$ cat config.mk
export PLATFORM = sky130hd
export DESIGN_NAME = uart_status_irq
export DESIGN_NICKNAME = d
export VERILOG_FILES = /design/src/rtl/uart_stat_pkg.sv /design/src/rtl/uart_rx_sampler.sv /design/src/rtl/uart_status_irq.sv /design/src/rtl/uart_tx_shifter.sv
export SDC_FILE = /design/constraint.sdc
export NUM_CORES = 1
export LEC_CHECK = 0
export BUFFER_PORTS_ARGS = -buffer_cell sky130_fd_sc_hd__buf_2
export CELL_PAD_IN_SITES_DETAIL_PLACEMENT = 0
export CELL_PAD_IN_SITES_GLOBAL_PLACEMENT = 1
export CORE_MARGIN = 2
export CORE_UTILIZATION = 50
export CTS_CLUSTER_SIZE = 40
export DETAILED_ROUTE_END_ITERATION = 8
export GPL_ROUTABILITY_DRIVEN = 0
export PLACE_DENSITY = 0.83
export SLEW_MARGIN = 20
export SYNTH_ARGS = -nofsm -noshare
export SYNTH_HDL_FRONTEND = slang
export SYNTH_HIERARCHICAL = 1
export SYNTH_SLANG_ARGS = --single-unit
export TNS_END_PERCENT = 5
$ cat constraint.sdc
create_clock -name clock -period 6.14 [get_ports clock]
set_clock_uncertainty 0.2 [all_clocks]
set_input_delay 1.228 -clock clock [delete_from_list [all_inputs] [get_ports clock]]
set_output_delay 1.228 -clock clock [all_outputs]
set_load 0.1 [all_outputs]
$ cat src/rtl/uart_stat_pkg.sv
// Constants shared by the UART status/control block and its two helpers.
// Assumes a single 10 MHz clock and a 16-bit register port.
// Contract
// - Select 10: irq when buffer empties
// - Select 01: irq when last frame done
// - Select 00: irq per shifter load; 11 reserved
// - Plain line: invert set means idle low
// - Encoded line: invert set means idle high
// - Buffer full flag reads one when full
// - Shifter empty flag: all idle, nothing queued
// - Shifter empty reads zero while sending/queued
// - Receive select 11: irq at four characters
// - Receive select 10: irq at three characters
// - Receive select 0x: irq per received character
`default_nettype none

package uart_stat_pkg;
  // ***************************************************************
  // Register map (byte offsets) and widths
  // ***************************************************************
  localparam int DATA_W = 16;
  localparam int ADDR_W = 8;
  localparam logic [7:0] ADDR_STATUS = 8'h00;
  localparam logic [7:0] ADDR_TXDATA = 8'h04;
  localparam logic [7:0] ADDR_RXDATA = 8'h08;
  localparam logic [7:0] ADDR_IRQSTAT = 8'h0C;
  localparam logic [7:0] ADDR_IRQMASK = 8'h10;
  localparam logic [7:0] ADDR_MODE = 8'h14;

  // ***************************************************************
  // Status/control field positions
  // ***************************************************************
  localparam int B_TXISEL1 = 15;
  localparam int B_TXINV = 14;
  localparam int B_TXISEL0 = 13;
  localparam int B_BRK = 11;
  localparam int B_TXEN = 10;
  localparam int B_TXBF = 9;
  localparam int B_TX_SHIFTER_EMPTY = 8;
  localparam int B_RXISEL1 = 7;
  localparam int B_RXISEL0 = 6;
  localparam int B_INFRARED_ENCODE_ENABLE = 0;
  localparam int IRQ_TX = 0;
  localparam int IRQ_RX = 1;
  localparam int IRQ_BITS = 2;

  // ***************************************************************
  // Modes, counts and timing
  // ***************************************************************
  localparam logic [1:0] TXI_ANY = 2'h0;
  localparam logic [1:0] TXI_DONE = 2'h1;
  localparam logic [1:0] TXI_EMPTY = 2'h2;
  localparam logic [1:0] RXI_FULL = 2'h3;
  localparam logic [1:0] RXI_THREE = 2'h2;
  localparam int FIFO_DEPTH = 4;
  localparam int RX_THREE_LEVEL = 3;
  localparam int DATA_BITS = 8;
  localparam int BREAK_ZEROS = 12;
  localparam int OVERSAMPLE = 16;
  localparam int IR_PULSE = 3;
  localparam int CLK_HZ = 10_000_000;
  localparam int BAUD = 9600;
  localparam int TICK_DIV = CLK_HZ / (BAUD * OVERSAMPLE);

  // Frame states, Gray along idle-start-data-stop
  typedef enum logic [1:0] {
    FR_IDLE = 2'h0,
    FR_START = 2'h1,
    FR_DATA = 2'h3,
    FR_STOP = 2'h2
  } frame_type;
endpackage

`default_nettype wire

$ cat src/rtl/uart_rx_sampler.sv
// Receive shift register: samples the line at mid-bit, delivers bytes.
// Assumes the line comes from a pin; it is synchronised here.
`default_nettype none

module uart_rx_sampler (
  // Clock and reset
  input wire logic clock,
  input wire logic rstN,
  // Line and rate
  input wire logic tick16,
  input wire logic rxLine,
  // Received byte
  output logic valid,
  output logic [7:0] data
);
  typedef struct packed {
    logic [1:0] sync;
    uart_stat_pkg::frame_type st;
    logic [3:0] sub;
    logic [3:0] cnt;
    logic [7:0] shift;
    logic valid;
  } state_type;

  state_type s_reg, s_next;
  logic lineNow;

  assign lineNow = s_reg.sync[1];

  // ***************************************************************
  // Frame capture
  // ***************************************************************
  // A start bit that is gone by mid-bit is treated as a glitch
  always_comb begin
    s_next = s_reg;
    s_next.sync = {s_reg.sync[0], rxLine};
    s_next.valid = 1'b0;
    case (s_reg.st)
      uart_stat_pkg::FR_IDLE: begin
        if (!lineNow) begin
          s_next.st = uart_stat_pkg::FR_START;
          s_next.sub = 4'h0;
          s_next.cnt = 4'h0;
        end
      end
      uart_stat_pkg::FR_START: begin
        if (tick16) begin
          s_next.sub = s_reg.sub + 4'h1;
          if (s_reg.sub == 4'(uart_stat_pkg::OVERSAMPLE / 2 - 1)) begin
            s_next.sub = 4'h0;
            s_next.st = lineNow ? uart_stat_pkg::FR_IDLE : uart_stat_pkg::FR_DATA;
          end
        end
      end
      uart_stat_pkg::FR_DATA: begin
        if (tick16) begin
          s_next.sub = s_reg.sub + 4'h1;
          if (s_reg.sub == 4'(uart_stat_pkg::OVERSAMPLE - 1)) begin
            s_next.shift = {lineNow, s_reg.shift[7:1]};
            s_next.cnt = s_reg.cnt + 4'h1;
            if (s_reg.cnt == 4'(uart_stat_pkg::DATA_BITS - 1)) begin
              s_next.st = uart_stat_pkg::FR_STOP;
            end
          end
        end
      end
      uart_stat_pkg::FR_STOP: begin
        if (tick16) begin
          s_next.sub = s_reg.sub + 4'h1;
          if (s_reg.sub == 4'(uart_stat_pkg::OVERSAMPLE - 1)) begin
            s_next.st = uart_stat_pkg::FR_IDLE;
            s_next.valid = lineNow;
          end
        end
      end
      default: s_next.st = uart_stat_pkg::FR_IDLE;
    endcase
  end

  always_ff @(posedge clock or negedge rstN) begin
    if (!rstN) begin
      s_reg <= '0;
      s_reg.sync <= 2'h3;
    end else begin
      s_reg <= s_next;
    end
  end

  assign valid = s_reg.valid;
  assign data = s_reg.shift;
endmodule

`default_nettype wire

$ cat src/rtl/uart_status_irq.sv
// UART status/control: interrupt selection, line polarity, break, flags.
// Assumes a plain register port on the 10 MHz clock and a pin-level line.
`default_nettype none

module uart_status_irq #(
  parameter int DEPTH = uart_stat_pkg::FIFO_DEPTH,
  parameter int TICK_DIV = uart_stat_pkg::TICK_DIV
) (
  // Clock and reset
  input wire logic clock,
  input wire logic nrst,
  // Register port
  input wire logic [uart_stat_pkg::ADDR_W-1:0] addr,
  input wire logic [uart_stat_pkg::DATA_W-1:0] wdata,
  input wire logic wr,
  input wire logic rd,
  output logic [uart_stat_pkg::DATA_W-1:0] rdata,
  // Serial line
  input wire logic rxLine,
  output logic txLine,
  output logic txLineOe,
  // Interrupt
  output logic irq
);
  localparam int PTR_W = $clog2(DEPTH);
  localparam int CNT_W = $clog2(DEPTH + 1);
  localparam int DIV_W = $clog2(TICK_DIV + 1);
  localparam logic [CNT_W-1:0] FULL = CNT_W'(DEPTH);
  localparam logic [CNT_W-1:0] ONE = CNT_W'(1);

  typedef struct packed {
    logic [DIV_W-1:0] div;
    logic tick;
    logic [1:0] txisel;
    logic txinv;
    logic infrared_encode_enable;
    logic brk;
    logic brkRun;
    logic txen;
    logic [1:0] rxisel;
    logic [DEPTH-1:0][7:0] txBuf;
    logic [PTR_W-1:0] txWp;
    logic [PTR_W-1:0] txRp;
    logic [CNT_W-1:0] txCount;
    logic shStart;
    logic [DEPTH-1:0][7:0] rxBuf;
    logic [PTR_W-1:0] rxWp;
    logic [PTR_W-1:0] rxRp;
    logic [CNT_W-1:0] rxCount;
    logic [uart_stat_pkg::IRQ_BITS-1:0] irqStat;
    logic [uart_stat_pkg::IRQ_BITS-1:0] irqMask;
    logic [uart_stat_pkg::DATA_W-1:0] rdata;
    logic txLine;
    logic txOe;
    logic irq;
  } state_type;

  state_type r_reg, r_next;
  logic [1:0] rstPipe;
  logic rstN;
  logic shBit, shIr, shBusy, shDone, rxValid;
  logic [7:0] rxByte;
  logic txPush, txPop, rxPush, rxPop, tx_shifter_empty;
  logic [CNT_W-1:0] txAfter, rxAfter;
  logic [uart_stat_pkg::IRQ_BITS-1:0] ev;
  logic [uart_stat_pkg::DATA_W-1:0] statusWord;

  // ***************************************************************
  // Reset release and helpers
  // ***************************************************************
  // Release is synchronised so that no flop leaves reset on a split edge
  always_ff @(posedge clock or negedge nrst) begin
    if (!nrst) begin
      rstPipe <= 2'h0;
    end else begin
      rstPipe <= {rstPipe[0], 1'b1};
    end
  end
  assign rstN = rstPipe[1];

  // The read pointer has already moved on when the start strobe arrives
  uart_tx_shifter uart_tx_shifter_inst (
    .clock(clock),
    .rstN(rstN),
    .tick16(r_reg.tick),
    .abort(!r_reg.txen),
    .start(r_reg.shStart),
    .sendBreak(r_reg.brkRun),
    .data(r_reg.txBuf[r_reg.txRp - PTR_W'(1)]),
    .bitOut(shBit),
    .irPhase(shIr),
    .busy(shBusy),
    .done(shDone)
  );

  uart_rx_sampler uart_rx_sampler_inst (
    .clock(clock),
    .rstN(rstN),
    .tick16(r_reg.tick),
    .rxLine(rxLine),
    .valid(rxValid),
    .data(rxByte)
  );

  // ***************************************************************
  // Buffer movement and events
  // ***************************************************************
  // Loads are held off while a start is pending, so one byte per frame
  always_comb begin
    txPush = wr && addr == uart_stat_pkg::ADDR_TXDATA && r_reg.txen && r_reg.txCount != FULL;
    txPop = r_reg.txen && !shBusy && !r_reg.shStart && r_reg.txCount != '0;
    rxPush = rxValid && r_reg.rxCount != FULL;
    rxPop = rd && addr == uart_stat_pkg::ADDR_RXDATA && r_reg.rxCount != '0;
    txAfter = r_reg.txCount + (txPush ? ONE : '0) - (txPop ? ONE : '0);
    rxAfter = r_reg.rxCount + (rxPush ? ONE : '0) - (rxPop ? ONE : '0);
    tx_shifter_empty = r_reg.txCount == '0 && !shBusy && !r_reg.shStart;
    ev = '0;
    case (r_reg.txisel)
      uart_stat_pkg::TXI_ANY: ev[uart_stat_pkg::IRQ_TX] = txPop;
      uart_stat_pkg::TXI_EMPTY: ev[uart_stat_pkg::IRQ_TX] = txPop && txAfter == '0;
      uart_stat_pkg::TXI_DONE: ev[uart_stat_pkg::IRQ_TX] = shDone && tx_shifter_empty;
      default: ev[uart_stat_pkg::IRQ_TX] = 1'b0; // Reserved code raises nothing
    endcase
    case (r_reg.rxisel)
      uart_stat_pkg::RXI_FULL: ev[uart_stat_pkg::IRQ_RX] = rxPush && rxAfter == FULL;
      uart_stat_pkg::RXI_THREE: begin
        ev[uart_stat_pkg::IRQ_RX] = rxPush && rxAfter == CNT_W'(uart_stat_pkg::RX_THREE_LEVEL);
      end
      default: ev[uart_stat_pkg::IRQ_RX] = rxPush;
    endcase
    statusWord = '0;
    statusWord[uart_stat_pkg::B_TXISEL1] = r_reg.txisel[1];
    statusWord[uart_stat_pkg::B_TXINV] = r_reg.txinv;
    statusWord[uart_stat_pkg::B_TXISEL0] = r_reg.txisel[0];
    statusWord[uart_stat_pkg::B_BRK] = r_reg.brk;
    statusWord[uart_stat_pkg::B_TXEN] = r_reg.txen;
    statusWord[uart_stat_pkg::B_TXBF] = r_reg.txCount == FULL;
    statusWord[uart_stat_pkg::B_TX_SHIFTER_EMPTY] = tx_shifter_empty;
    statusWord[uart_stat_pkg::B_RXISEL1] = r_reg.rxisel[1];
    statusWord[uart_stat_pkg::B_RXISEL0] = r_reg.rxisel[0];
  end

  // ***************************************************************
  // Next state
  // ***************************************************************
  always_comb begin
    r_next = r_reg;
    // Bit-rate divider
    r_next.tick = 1'b0;
    r_next.div = r_reg.div + DIV_W'(1);
    if (r_reg.div == DIV_W'(TICK_DIV - 1)) begin
      r_next.div = '0;
      r_next.tick = 1'b1;
    end
    // Transmit buffer; a break frame also consumes the queued byte
    r_next.shStart = 1'b0;
    if (txPush) begin
      r_next.txBuf[r_reg.txWp] = wdata[7:0];
      r_next.txWp = r_reg.txWp + PTR_W'(1);
    end
    if (txPop) begin
      r_next.txRp = r_reg.txRp + PTR_W'(1);
      r_next.shStart = 1'b1;
      r_next.brkRun = r_reg.brk;
    end
    r_next.txCount = txAfter;
    // Break bit drops when the break frame ends
    if (shDone && r_reg.brkRun) begin
      r_next.brk = 1'b0;
      r_next.brkRun = 1'b0;
    end
    // Receive buffer; bytes that find it full are dropped
    if (rxPush) begin
      r_next.rxBuf[r_reg.rxWp] = rxByte;
      r_next.rxWp = r_reg.rxWp + PTR_W'(1);
    end
    if (rxPop) begin
      r_next.rxRp = r_reg.rxRp + PTR_W'(1);
    end
    r_next.rxCount = rxAfter;
    // Register writes; a software set of break wins over hardware clear
    if (wr) begin
      case (addr)
        uart_stat_pkg::ADDR_STATUS: begin
          r_next.txisel = {wdata[uart_stat_pkg::B_TXISEL1], wdata[uart_stat_pkg::B_TXISEL0]};
          r_next.txinv = wdata[uart_stat_pkg::B_TXINV];
          r_next.brk = wdata[uart_stat_pkg::B_BRK];
          r_next.txen = wdata[uart_stat_pkg::B_TXEN];
          r_next.rxisel = {wdata[uart_stat_pkg::B_RXISEL1], wdata[uart_stat_pkg::B_RXISEL0]};
        end
        uart_stat_pkg::ADDR_IRQMASK: r_next.irqMask = wdata[uart_stat_pkg::IRQ_BITS-1:0];
        uart_stat_pkg::ADDR_MODE: r_next.infrared_encode_enable = wdata[uart_stat_pkg::B_INFRARED_ENCODE_ENABLE];
        default: r_next.irqMask = r_reg.irqMask;
      endcase
    end
    // Disabled transmitter flushes its queue and abandons any frame
    if (!r_reg.txen) begin
      r_next.txCount = '0;
      r_next.txWp = '0;
      r_next.txRp = '0;
      r_next.shStart = 1'b0;
      r_next.brkRun = 1'b0;
    end
    // Sticky status: new events win over a same-cycle clear
    r_next.irqStat = r_reg.irqStat;
    if (wr && addr == uart_stat_pkg::ADDR_IRQSTAT) begin
      r_next.irqStat = r_reg.irqStat & ~wdata[uart_stat_pkg::IRQ_BITS-1:0];
    end
    r_next.irqStat = r_next.irqStat | ev;
    r_next.irq = |(r_next.irqStat & r_next.irqMask);
    // Read data, valid only in the cycle after the strobe
    r_next.rdata = '0;
    if (rd) begin
      case (addr)
        uart_stat_pkg::ADDR_STATUS: r_next.rdata = statusWord;
        uart_stat_pkg::ADDR_RXDATA: r_next.rdata = {8'h00, r_reg.rxBuf[r_reg.rxRp]};
        uart_stat_pkg::ADDR_IRQSTAT: r_next.rdata[uart_stat_pkg::IRQ_BITS-1:0] = r_reg.irqStat;
        uart_stat_pkg::ADDR_IRQMASK: r_next.rdata[uart_stat_pkg::IRQ_BITS-1:0] = r_reg.irqMask;
        uart_stat_pkg::ADDR_MODE: r_next.rdata[uart_stat_pkg::B_INFRARED_ENCODE_ENABLE] = r_reg.infrared_encode_enable;
        default: r_next.rdata = '0; // Unmapped reads return zero
      endcase
    end
    // Line encoding: pulse only in the first part of a zero bit
    if (r_reg.infrared_encode_enable) begin
      r_next.txLine = (!shBit && shIr) ^ r_reg.txinv;
    end else begin
      r_next.txLine = shBit ^ r_reg.txinv;
    end
    r_next.txOe = r_reg.txen;
    if (!r_reg.txen) begin
      r_next.txLine = 1'b1;
    end
  end

  always_ff @(posedge clock or negedge rstN) begin
    if (!rstN) begin
      r_reg <= '0;
    end else begin
      r_reg <= r_next;
    end
  end

  assign rdata = r_reg.rdata;
  assign txLine = r_reg.txLine;
  assign txLineOe = r_reg.txOe;
  assign irq = r_reg.irq;
endmodule

`default_nettype wire

$ cat src/rtl/uart_tx_shifter.sv
// Transmit shift register: sends one data frame or one break frame.
// Assumes a 16x bit-rate enable pulse and a synchronous abort.
`default_nettype none

module uart_tx_shifter (
  // Clock and reset
  input wire logic clock,
  input wire logic rstN,
  // Control
  input wire logic tick16,
  input wire logic abort,
  input wire logic start,
  input wire logic sendBreak,
  input wire logic [7:0] data,
  // Line side
  output logic bitOut,
  output logic irPhase,
  output logic busy,
  output logic done
);
  typedef struct packed {
    uart_stat_pkg::frame_type st;
    logic [3:0] sub;
    logic [3:0] cnt;
    logic [7:0] shift;
    logic brk;
    logic done;
  } state_type;

  state_type s_reg, s_next;

  // ***************************************************************
  // Frame sequencing
  // ***************************************************************
  // Break frames hold zero for thirteen bit times (start bit plus twelve) before the stop bit
  always_comb begin
    s_next = s_reg;
    s_next.done = 1'b0;
    if (abort) begin
      s_next.st = uart_stat_pkg::FR_IDLE;
      s_next.sub = 4'h0;
    end else if (s_reg.st == uart_stat_pkg::FR_IDLE) begin
      if (start) begin
        s_next.st = uart_stat_pkg::FR_START;
        s_next.sub = 4'h0;
        s_next.cnt = 4'h0;
        s_next.shift = data;
        s_next.brk = sendBreak;
      end
    end else if (tick16) begin
      s_next.sub = s_reg.sub + 4'h1;
      if (s_reg.sub == 4'(uart_stat_pkg::OVERSAMPLE - 1)) begin
        case (s_reg.st)
          uart_stat_pkg::FR_START: s_next.st = uart_stat_pkg::FR_DATA;
          uart_stat_pkg::FR_DATA: begin
            s_next.cnt = s_reg.cnt + 4'h1;
            s_next.shift = {1'b0, s_reg.shift[7:1]};
            if (s_reg.cnt == (s_reg.brk ? 4'(uart_stat_pkg::BREAK_ZEROS - 1)
                                        : 4'(uart_stat_pkg::DATA_BITS - 1))) begin
              s_next.st = uart_stat_pkg::FR_STOP;
            end
          end
          uart_stat_pkg::FR_STOP: begin
            s_next.st = uart_stat_pkg::FR_IDLE;
            s_next.done = 1'b1;
          end
          default: s_next.st = uart_stat_pkg::FR_IDLE;
        endcase
      end
    end
  end

  always_ff @(posedge clock or negedge rstN) begin
    if (!rstN) begin
      s_reg <= '0;
    end else begin
      s_reg <= s_next;
    end
  end

  // Raw line level, high when idle
  always_comb begin
    case (s_reg.st)
      uart_stat_pkg::FR_START: bitOut = 1'b0;
      uart_stat_pkg::FR_DATA: bitOut = s_reg.brk ? 1'b0 : s_reg.shift[0];
      default: bitOut = 1'b1;
    endcase
  end

  assign irPhase = s_reg.sub < 4'(uart_stat_pkg::IR_PULSE);
  assign busy = s_reg.st != uart_stat_pkg::FR_IDLE;
  assign done = s_reg.done;
endmodule

`default_nettype wire

==> flow_summary.toml, run 1 <==
[drt]
wl_per_cell_um = 17.11
num_vias = 4556
wl_mm = 13.96
drt_iter0_markers = 192
first_pass_iters = 4
ant_nets = 0
vias_per_cell = 5.583
drc = 0

[critical_path]
critPathArrivalTime_ns = 4.35
crit_fanout = 5
reg2reg_depth = 14
rr_endpoint = "irq"
cp_num_buf_inv = 3
start_kind = "input port"
r2r_slack_ns = 2.05
cp_top_family = "simple AND/OR/NAND/NOR gates"
endpoint_kind = "flop"
worstSetupPathType = "input port to flop"
rr_startpoint = "uart_tx_shifter_inst/s_reg[18]"
cp_cell_sequence = "buf_2, nor3b_1, and4b_1, ha_1, inv_1, ha_1, inv_1, fa_1, or3b_2, a2111oi_0, a211o_1, a22o_1"
crit_required_ns = 6.30
crit_slowest_cell = "fa_1"
slowest_delay_ns = 0.49

[min_path]
hold_path.startpoint = "rstPipe[0]"
hp-class = "flop to flop"
hold_path_depth = 0
worst_hold_path.endpoint = "rstPipe[1]"

[floorplanning]
die_w_um = 129.0
ios = 48
die_y_um = 129.0
dieArea_mm2 = 0.01663
std_cell_rows = 45
design.core.area_mm2 = 0.01520
initial_utilization_pct = 51.35

[sta]
worst_pin_slew_ns = 0.8102
setup_slack_ns = 1.945
final.setup.tns_ns = 0
post-route-min-period_ns = 4.195
timing.slew.headroom_pct = 45.98
final-setup-viol-count = 0
holdWs_ns = 0.1526
post-route-period-util_pct = 68.33
fmax_mhz = 238.4
grt_setup_unrepaired = "false"
hold_viol = 0
slew_viol_final = 0

[clock_tree]
clk_path_buf_depth = 2
ctsHoldBuffers = 0
cts.sinks = 161
post_cts_buffers = 0
cts_tree = "yes"
clk-insertion-delay-late_ns = 0.42
cts_buffers = 17
path_clk_slew_ns = 0.06
htree_levels = 4
cts_root_buffer = "clkbuf_16"
cts_resized = 0

[yosys]
post-synth-top-area-cell = "dfrtp_1"
synth_top_cells_by_count = "dfrtp_1 (159), mux2_2 (54), mux2_4 (37)"
synth-edff-count = 0
avgSynthCellArea_um2 = 13.21
synthCells = 591
yosysMostFrequentCell = "dfrtp_1"
synth_cell_type_count = 63
ys_warn_count = 6
synth_nets = 645
ys_seq_area_share_pct = 51.64
ys_ff_latch = 161
syn_area_mm2 = 0.007806
synth_flop_cell = "dfrtp_1"
synthArstFlopShare_pct = 100.0
yosys-top-cells-area = "dfrtp_1 (51%), mux2_2 (7.8%), mux2_4 (7.1%), mux4_2 (4.6%), ha_1 (3.7%)"
synth_top_area_share_pct = 50.97

[placed_design]
place_ws_ns = 1.533
dp.cells = 785
portBuffers = 43
hpwlAfterDp_mm = 9.616

[finish]
instances_no_fill = 816
final-seq-area_mm2 = 0.004035
antenna_cells = 0
nets = 670
fillCellCount = 1223
largest_register_ffs = 99
drive_gt1_share_pct = 32.48
area_growth_pct = 9.697
multi_input_area_mm2 = 0.003391

[global_routing]
grt_pass1_vias = 4767
grt.overflow.total = 0
antenna_found_initial = 1
grt_pass1_wl_mm = 24.07
grt_use_total_pct = 18.66
grt_max_degree = 67

[pwr]
ir_worst_vdd_mv = 0.2317
totalPowerFinal_mw = 2.150
power_density_mw_per_mm2 = 251.0
p_leak_nw = 4.207

[flow_run]
cap_violations = 0

[outcome]
status = "completed"
==> kinds of logic (layout without fill, tap and decap cells) <==
logic type	Yosys count	in the layout	synth area share, %
xor gates and xnor gates	17	17	2.292
and+or+nand+nor	140	140	10.85
other	2	2	0.09621
AOI/OAI and AO/OA	56	56	5.065
DFF	161	161	51.64
adders and majority gates	25	25	4.199
muxes	118	118	20.93
buffers and inverters	72	109	4.921
==> per-stage QoR <==
stage / instance area, um^2 / util, %
after floorplan: 7806 / -
after global placement: 8019 / 52.75
after detailed placement: 8019 / 52.75
after CTS: 8563 / 56.33
after global routing: 8563 / 56.33
final: 8563 / 56.33
==> worst register-to-register path, cell delays in order (launching register included) <==
cell and delay (ns):
dfrtp_1 0.42, inv_1 0.13, ha_1 0.36, inv_1 0.30
or3b_2 0.59, nor2_1 0.11, ha_1 0.23, inv_1 0.05
ha_1 0.13, inv_1 0.05, fa_1 0.51, or3b_2 0.44
nor4_1 0.18, a211o_1 0.18, a22o_1 0.15
==> worst max-delay path by stage <==
stage | from | end | slack, ns | cells past startpoint
after floorplan | rstPipe[1] | irq | 1.13 | 0
after global placement | addr[3] | irq | 1.54 | 14
after detailed placement | addr[3] | irq | 1.53 | 14
after CTS | addr[3] | irq | 1.96 | 14
after global routing | addr[3] | irq | 1.67 | 14
final | addr[1] | irq | 1.94 | 12
==> cell type report <==
type                            instances  share of cell area (%)
Sequential cell                       161                   47.12
Clock buffer                           18                   5.012
Multi-Input combinational cell        358                   39.60
Clock inverter                         13                   1.344
Inverter                               32                   1.403
Tap cell                              188                   2.747
Timing Repair Buffer                   46                   2.776
==> layout by cell type (no fill, tap or decap), types with 16 or more instances in the layout <==
master | Yosys | routed
o21ai_0 | 18 | 18
nor2_1 | 31 | 31
mux2_2 | 54 | 54
dfrtp_1 | 159 | 158
mux4_2 | 16 | 16
ha_1 | 23 | 23
clkbuf_16 | 0 | 17
inv_1 | 32 | 32
nand2_1 | 26 | 26
mux2_4 | 37 | 37
buf_2 | 4 | 43
==> metal layers <==
metal	GRT usage, %	part of all wire, %	vias up
li1	-	-	2125
met2	31.19	50	62
met3	4.407	3.0	24
met1	23.75	45	2343
met4	7.097	1.6	2
met5	0	0.093	-
==> where the power goes <==
group / internal (mW) / switching (mW)
Sequential: 1.07 / 0.0233
Clock: 0.556 / 0.423
Combinational: 0.0292 / 0.0458
Total: 1.66 / 0.492
Note: power is estimated with default switching activity, not from simulation.
==> inputs of run 2 (changes only) <==
clock period = 3.9 ns   (was 6.14 ns; I/O delays follow)
==> flow_summary.toml, run 2 (synthesized netlist as in run 1, its figures left out) <==
[placed_design]
dp.cells = 796
portBuffers = 43
place_ws_ns = -0.03128
hpwlAfterDp_mm = 9.876

[finish]
nets = 683
area_growth_pct = 11.83
drive_gt1_share_pct = 33.96
final_common_cell = "dfrtp_1"
antenna_cells = 0
largest_register_ffs = 99
instances_no_fill = 830
layout_common_cells = "dfrtp_1 (158), mux2_2 (54), buf_2 (43), mux2_4 (37), inv_1 (32)"
fillCellCount = 1206

[clock_tree]
cts_root_buffer = "clkbuf_16"
post_cts_buffers = 0
path_clk_slew_ns = 0.07
cts.sinks = 161
cts_buffers = 17
htree_levels = 4
cts_tree = "yes"
clk_path_buf_depth = 2
clk-insertion-delay-late_ns = 0.42

[critical_path]
crit_path_start = "uart_tx_shifter_inst/s_reg[18]"
reg2reg_depth = 14
rr_startpoint = "uart_tx_shifter_inst/s_reg[18]"
cp_cell_sequence = "inv_1, ha_1, inv_1, or3b_2, nor2_1, ha_1, inv_1, ha_1, inv_1, fa_1, or3b_2, nor4_2, a211o_1, a22o_1"
slowest_delay_ns = 0.53
crit_slowest_cell = "or3b_2"
crit_fanout = 4
r2r_slack_ns = 0.30
rr_endpoint = "irq"
critPathArrivalTime_ns = 3.76
start_kind = "flop"
crit_required_ns = 4.06
crit_top_cell = "inv_1"
worstSetupPathType = "flop to flop"
endpoint_kind = "flop"
endpoint = "irq"

[global_routing]
grt_use_total_pct = 19.14
antenna_found_initial = 2
grt_max_degree = 84
grt.overflow.total = 0
grt_pass1_wl_mm = 24.70
grt_pass1_vias = 4910

[sta]
post-route-min-period_ns = 3.599
post-route-period-util_pct = 92.28
worst_pin_slew_ns = 0.6466
grt_setup_unrepaired = "false"
slew_viol_final = 0
hold_viol = 0
timing.slew.headroom_pct = 56.89
final.setup.tns_ns = 0
fmax_mhz = 277.9
final-setup-viol-count = 0
setup_slack_ns = 0.3012
holdWs_ns = 0.02618

[pwr]
p_leak_nw = 4.299
ir_worst_vdd_mv = 0.3089
power_density_mw_per_mm2 = 398.1

[flow_run]
cap_violations = 0

[drt]
drc = 0
wl_mm = 14.47
num_vias = 4574
first_pass_iters = 4
wl_per_cell_um = 17.44
drt_iter0_markers = 298
ant_nets = 0
vias_per_cell = 5.511

[floorplanning]
design.core.area_mm2 = 0.01520
die_w_um = 129.0
die_y_um = 129.0
ios = 48
initial_utilization_pct = 51.35
std_cell_rows = 45
dieArea_mm2 = 0.01663

[min_path]
hp-class = "flop to async pin"

[outcome]
status = "completed"
==> run 2: cell count changes in the layout (fill, tap and decap cells not counted), sizes merged <==
cell / delta
clkinv: -5
buf: +12
clkinvlp: -1
inv: +6
dlygate4sd3: +1
clkbuf: +1
==> run 2: worst max-delay path: cells and delay by family (launching register included) <==
family / cells / cell delay (ns)
adders and majority gates: 4 / 1.09
buffers and inverters: 4 / 0.29
AOI/OAI and AO/OA: 2 / 0.30
DFF: 1 / 0.42
and+or+nand+nor: 4 / 1.26
==> run 2: layer usage <==
metal,track usage [%],vias up,part of all wire (%)
li1,-,2156,-
met1,24.46,2341,45
met2,32.31,58,51
met3,4.990,15,2.9
met4,5.691,4,0.95
met5,0,-,0.19
==> run 2: layout make-up <==
cell class	count	area [um^2]	share of cell area, %
Sequential cell	161	4035	46.22
Multi-Input combinational cell	358	3397	38.91
Clock buffer	19	442.9	5.074
Timing Repair Buffer	59	357.8	4.099
Tap cell	188	235.2	2.695
Clock inverter	13	141.4	1.620
Inverter	32	120.1	1.376
==> run 2: stage by stage <==
step | total power [mW] | utilization, % | cell area (um^2)
2_1_floorplan | 1.830 | - | 7807
3_3_place_gp | 1.873 | 53.29 | 8102
3_5_place_dp | 1.879 | 53.29 | 8102
4_1_cts | 3.514 | 57.20 | 8696
5_1_grt | 3.608 | 57.42 | 8730
6_report | 3.475 | 57.42 | 8730
==> run 2: where the power goes <==
part | total, mW | internal (mW) | switching [mW]
combinational | 0.133 | 0.0519 | 0.0813
sequential | 1.72 | 1.69 | 0.0282
clock | 1.62 | 0.920 | 0.704
total | 3.48 | 2.66 | 0.814
==> run 2: worst min-delay path by stage <==
stage / endpoint / from / slack (ns) / cells past startpoint
floorplan: rstPipe[1] / rstPipe[0] / 0.13 / 0
global placement: rstPipe[1] / rstPipe[0] / 0.14 / 0
detailed placement: rstPipe[1] / rstPipe[0] / 0.14 / 0
CTS: rstPipe[1] / rstPipe[0] / 0.16 / 0
global route: r_reg[113] / rstPipe[1] / 0.05 / 0
finish: r_reg[117] / rstPipe[1] / 0.03 / 0
==> run 2: repair_timing <==
action                                  CTS  global route
hold buffers                              1             0
hold endpoints to repair                  2             0
resized for setup                         0             1
endpoints found under the setup margin    0             1
==> inputs of run 3 (changes only) <==
CORE_ASPECT_RATIO = 1.75   (was unset)
PLACE_DENSITY = 0.87   (was 0.83)
==> flow_summary.toml, run 3 (synthesized netlist as in run 1, its figures left out) <==
[floorplanning]
design.core.area_mm2 = 0.01531
ios = 48
die_w_um = 98.46
initial_utilization_pct = 50.97
die_y_um = 169.3
dieArea_mm2 = 0.01667
std_cell_rows = 60

[critical_path]
crit_fanout = 4
reg2reg_depth = 14
endpoint_kind = "flop"
rr_startpoint = "uart_tx_shifter_inst/s_reg[18]"
r2r_slack_ns = 0.24
rr_endpoint = "irq"
start_kind = "flop"
critPathArrivalTime_ns = 3.82
crit_required_ns = 4.06
worstSetupPathType = "flop to flop"

[finish]
drive_gt1_share_pct = 33.91
nets = 681
instances_no_fill = 826
final_common_cell = "dfrtp_1"
final_area_mm2 = 0.008705
fillCellCount = 1242
layout_common_cells = "dfrtp_1 (158), mux2_2 (54), buf_2 (43), mux2_4 (37), inv_1 (32)"
largest_register_ffs = 99
antenna_cells = 0
area_growth_pct = 11.51

[pwr]
ir_worst_vdd_mv = 0.2493
totalPowerFinal_mw = 3.468
p_leak_nw = 4.282
power_density_mw_per_mm2 = 398.4

[global_routing]
grt_max_degree = 75
grt.overflow.total = 0
grt_use_total_pct = 19.57
grt_pass1_vias = 5021
grt_pass1_wl_mm = 25.58
antenna_found_initial = 0

[drt]
num_vias = 4650
ant_nets = 0
wl_mm = 15.40
first_pass_iters = 4
drt_iter0_markers = 190
wl_per_cell_um = 18.64
vias_per_cell = 5.630
drc = 0

[placed_design]
place_ws_ns = -0.1149
hpwlAfterDp_mm = 10.73
portBuffers = 43
dpl_cell_area_mm2 = 0.008104
dp.cells = 793

[sta]
final-setup-viol-count = 0
hold_viol = 0
fmax_mhz = 273.4
worst_pin_slew_ns = 0.9767
timing.slew.headroom_pct = 34.88
holdWs_ns = 0.1544
post-route-period-util_pct = 93.80
post-route-min-period_ns = 3.658
grt_setup_unrepaired = "false"
slew_viol_final = 0
setup_slack_ns = 0.2418

[clock_tree]
clk-insertion-delay-late_ns = 0.42
htree_levels = 4
path_clk_slew_ns = 0.07
post_cts_buffers = 0
clk_path_buf_depth = 2
cts_buffers = 17
cts_root_buffer = "clkbuf_16"
cts_tree = "yes"
cts.sinks = 161

[min_path]
hold_path_depth = 0
worst_hold_path.endpoint = "rstPipe[1]"
hp-class = "flop to flop"
hold_path.startpoint = "rstPipe[0]"

[flow_run]
cap_violations = 0

[outcome]
status = "completed"
[run 3: what timing repair did]
action	in CTS	in global routing
hold buffers	1	0
setup endpoints to repair	0	1
endpoints found under the hold margin	2	0
gates resized for setup	0	1
[run 3: metrics by stage]
| stage | setup TNS (ns) | util (%) |
|---|---|---|
| after floorplan | 0 | - |
| after global placement | -0.05183 | 52.92 |
| after detailed placement | -0.1149 | 52.92 |
| after CTS | 0 | 56.80 |
| after global routing | 0 | 56.84 |
| final | 0 | 56.84 |
[run 3: area by class of cell]
type                            instances  area, um^2  area share, %
Sequential cell                       161        4035          46.36
Multi-Input combinational cell        358        3397          39.03
Clock buffer                           17       425.4          4.887
Timing Repair Buffer                   57       335.3          3.852
Tap cell                              186       232.7          2.674
Clock inverter                         15       158.9          1.825
Inverter                               32       120.1          1.380
[run 3: where the power goes]
group / switching, mW / internal [mW] / total, mW / leakage [nW]
clock: 0.758 / 0.857 / 1.62 / 0.285
combinational: 0.0730 / 0.0524 / 0.125 / 1.81
sequential: 0.0388 / 1.69 / 1.73 / 2.18
[run 3: critical path, stage by stage, from the launching register on]
cell and delay, ns:
dfrtp_1 0.43, inv_1 0.13, ha_1 0.19, inv_1 0.06, or3b_2 0.52, nor2_1 0.14
ha_1 0.24, inv_1 0.05, ha_1 0.13, inv_1 0.05, fa_1 0.50, or3b_2 0.46
nor4_2 0.17, a211o_1 0.19, a22o_1 0.15
[run 3: how the worst max path moves through the flow]
stage / startpoint / to / slack, ns / depth (start not counted)
after floorplan: addr[2] / irq / 0.16 / 14
after global placement: addr[5] / irq / -0.05 / 13
after detailed placement: addr[5] / irq / -0.11 / 13
after CTS: uart_tx_shifter_inst/s_reg[18] / irq / 0.25 / 14
after global routing: uart_tx_shifter_inst/s_reg[18] / irq / 0.07 / 14
final: uart_tx_shifter_inst/s_reg[18] / irq / 0.24 / 14
[run 3: metal layers]
metal | track usage, % | up-vias | share of wire, %
li1 | - | 2143 | -
met1 | 22.40 | 2420 | 39
met2 | 35.82 | 66 | 56
met3 | 3.460 | 21 | 2.3
met4 | 7.802 | 0 | 3.0
met5 | 0 | - | 0
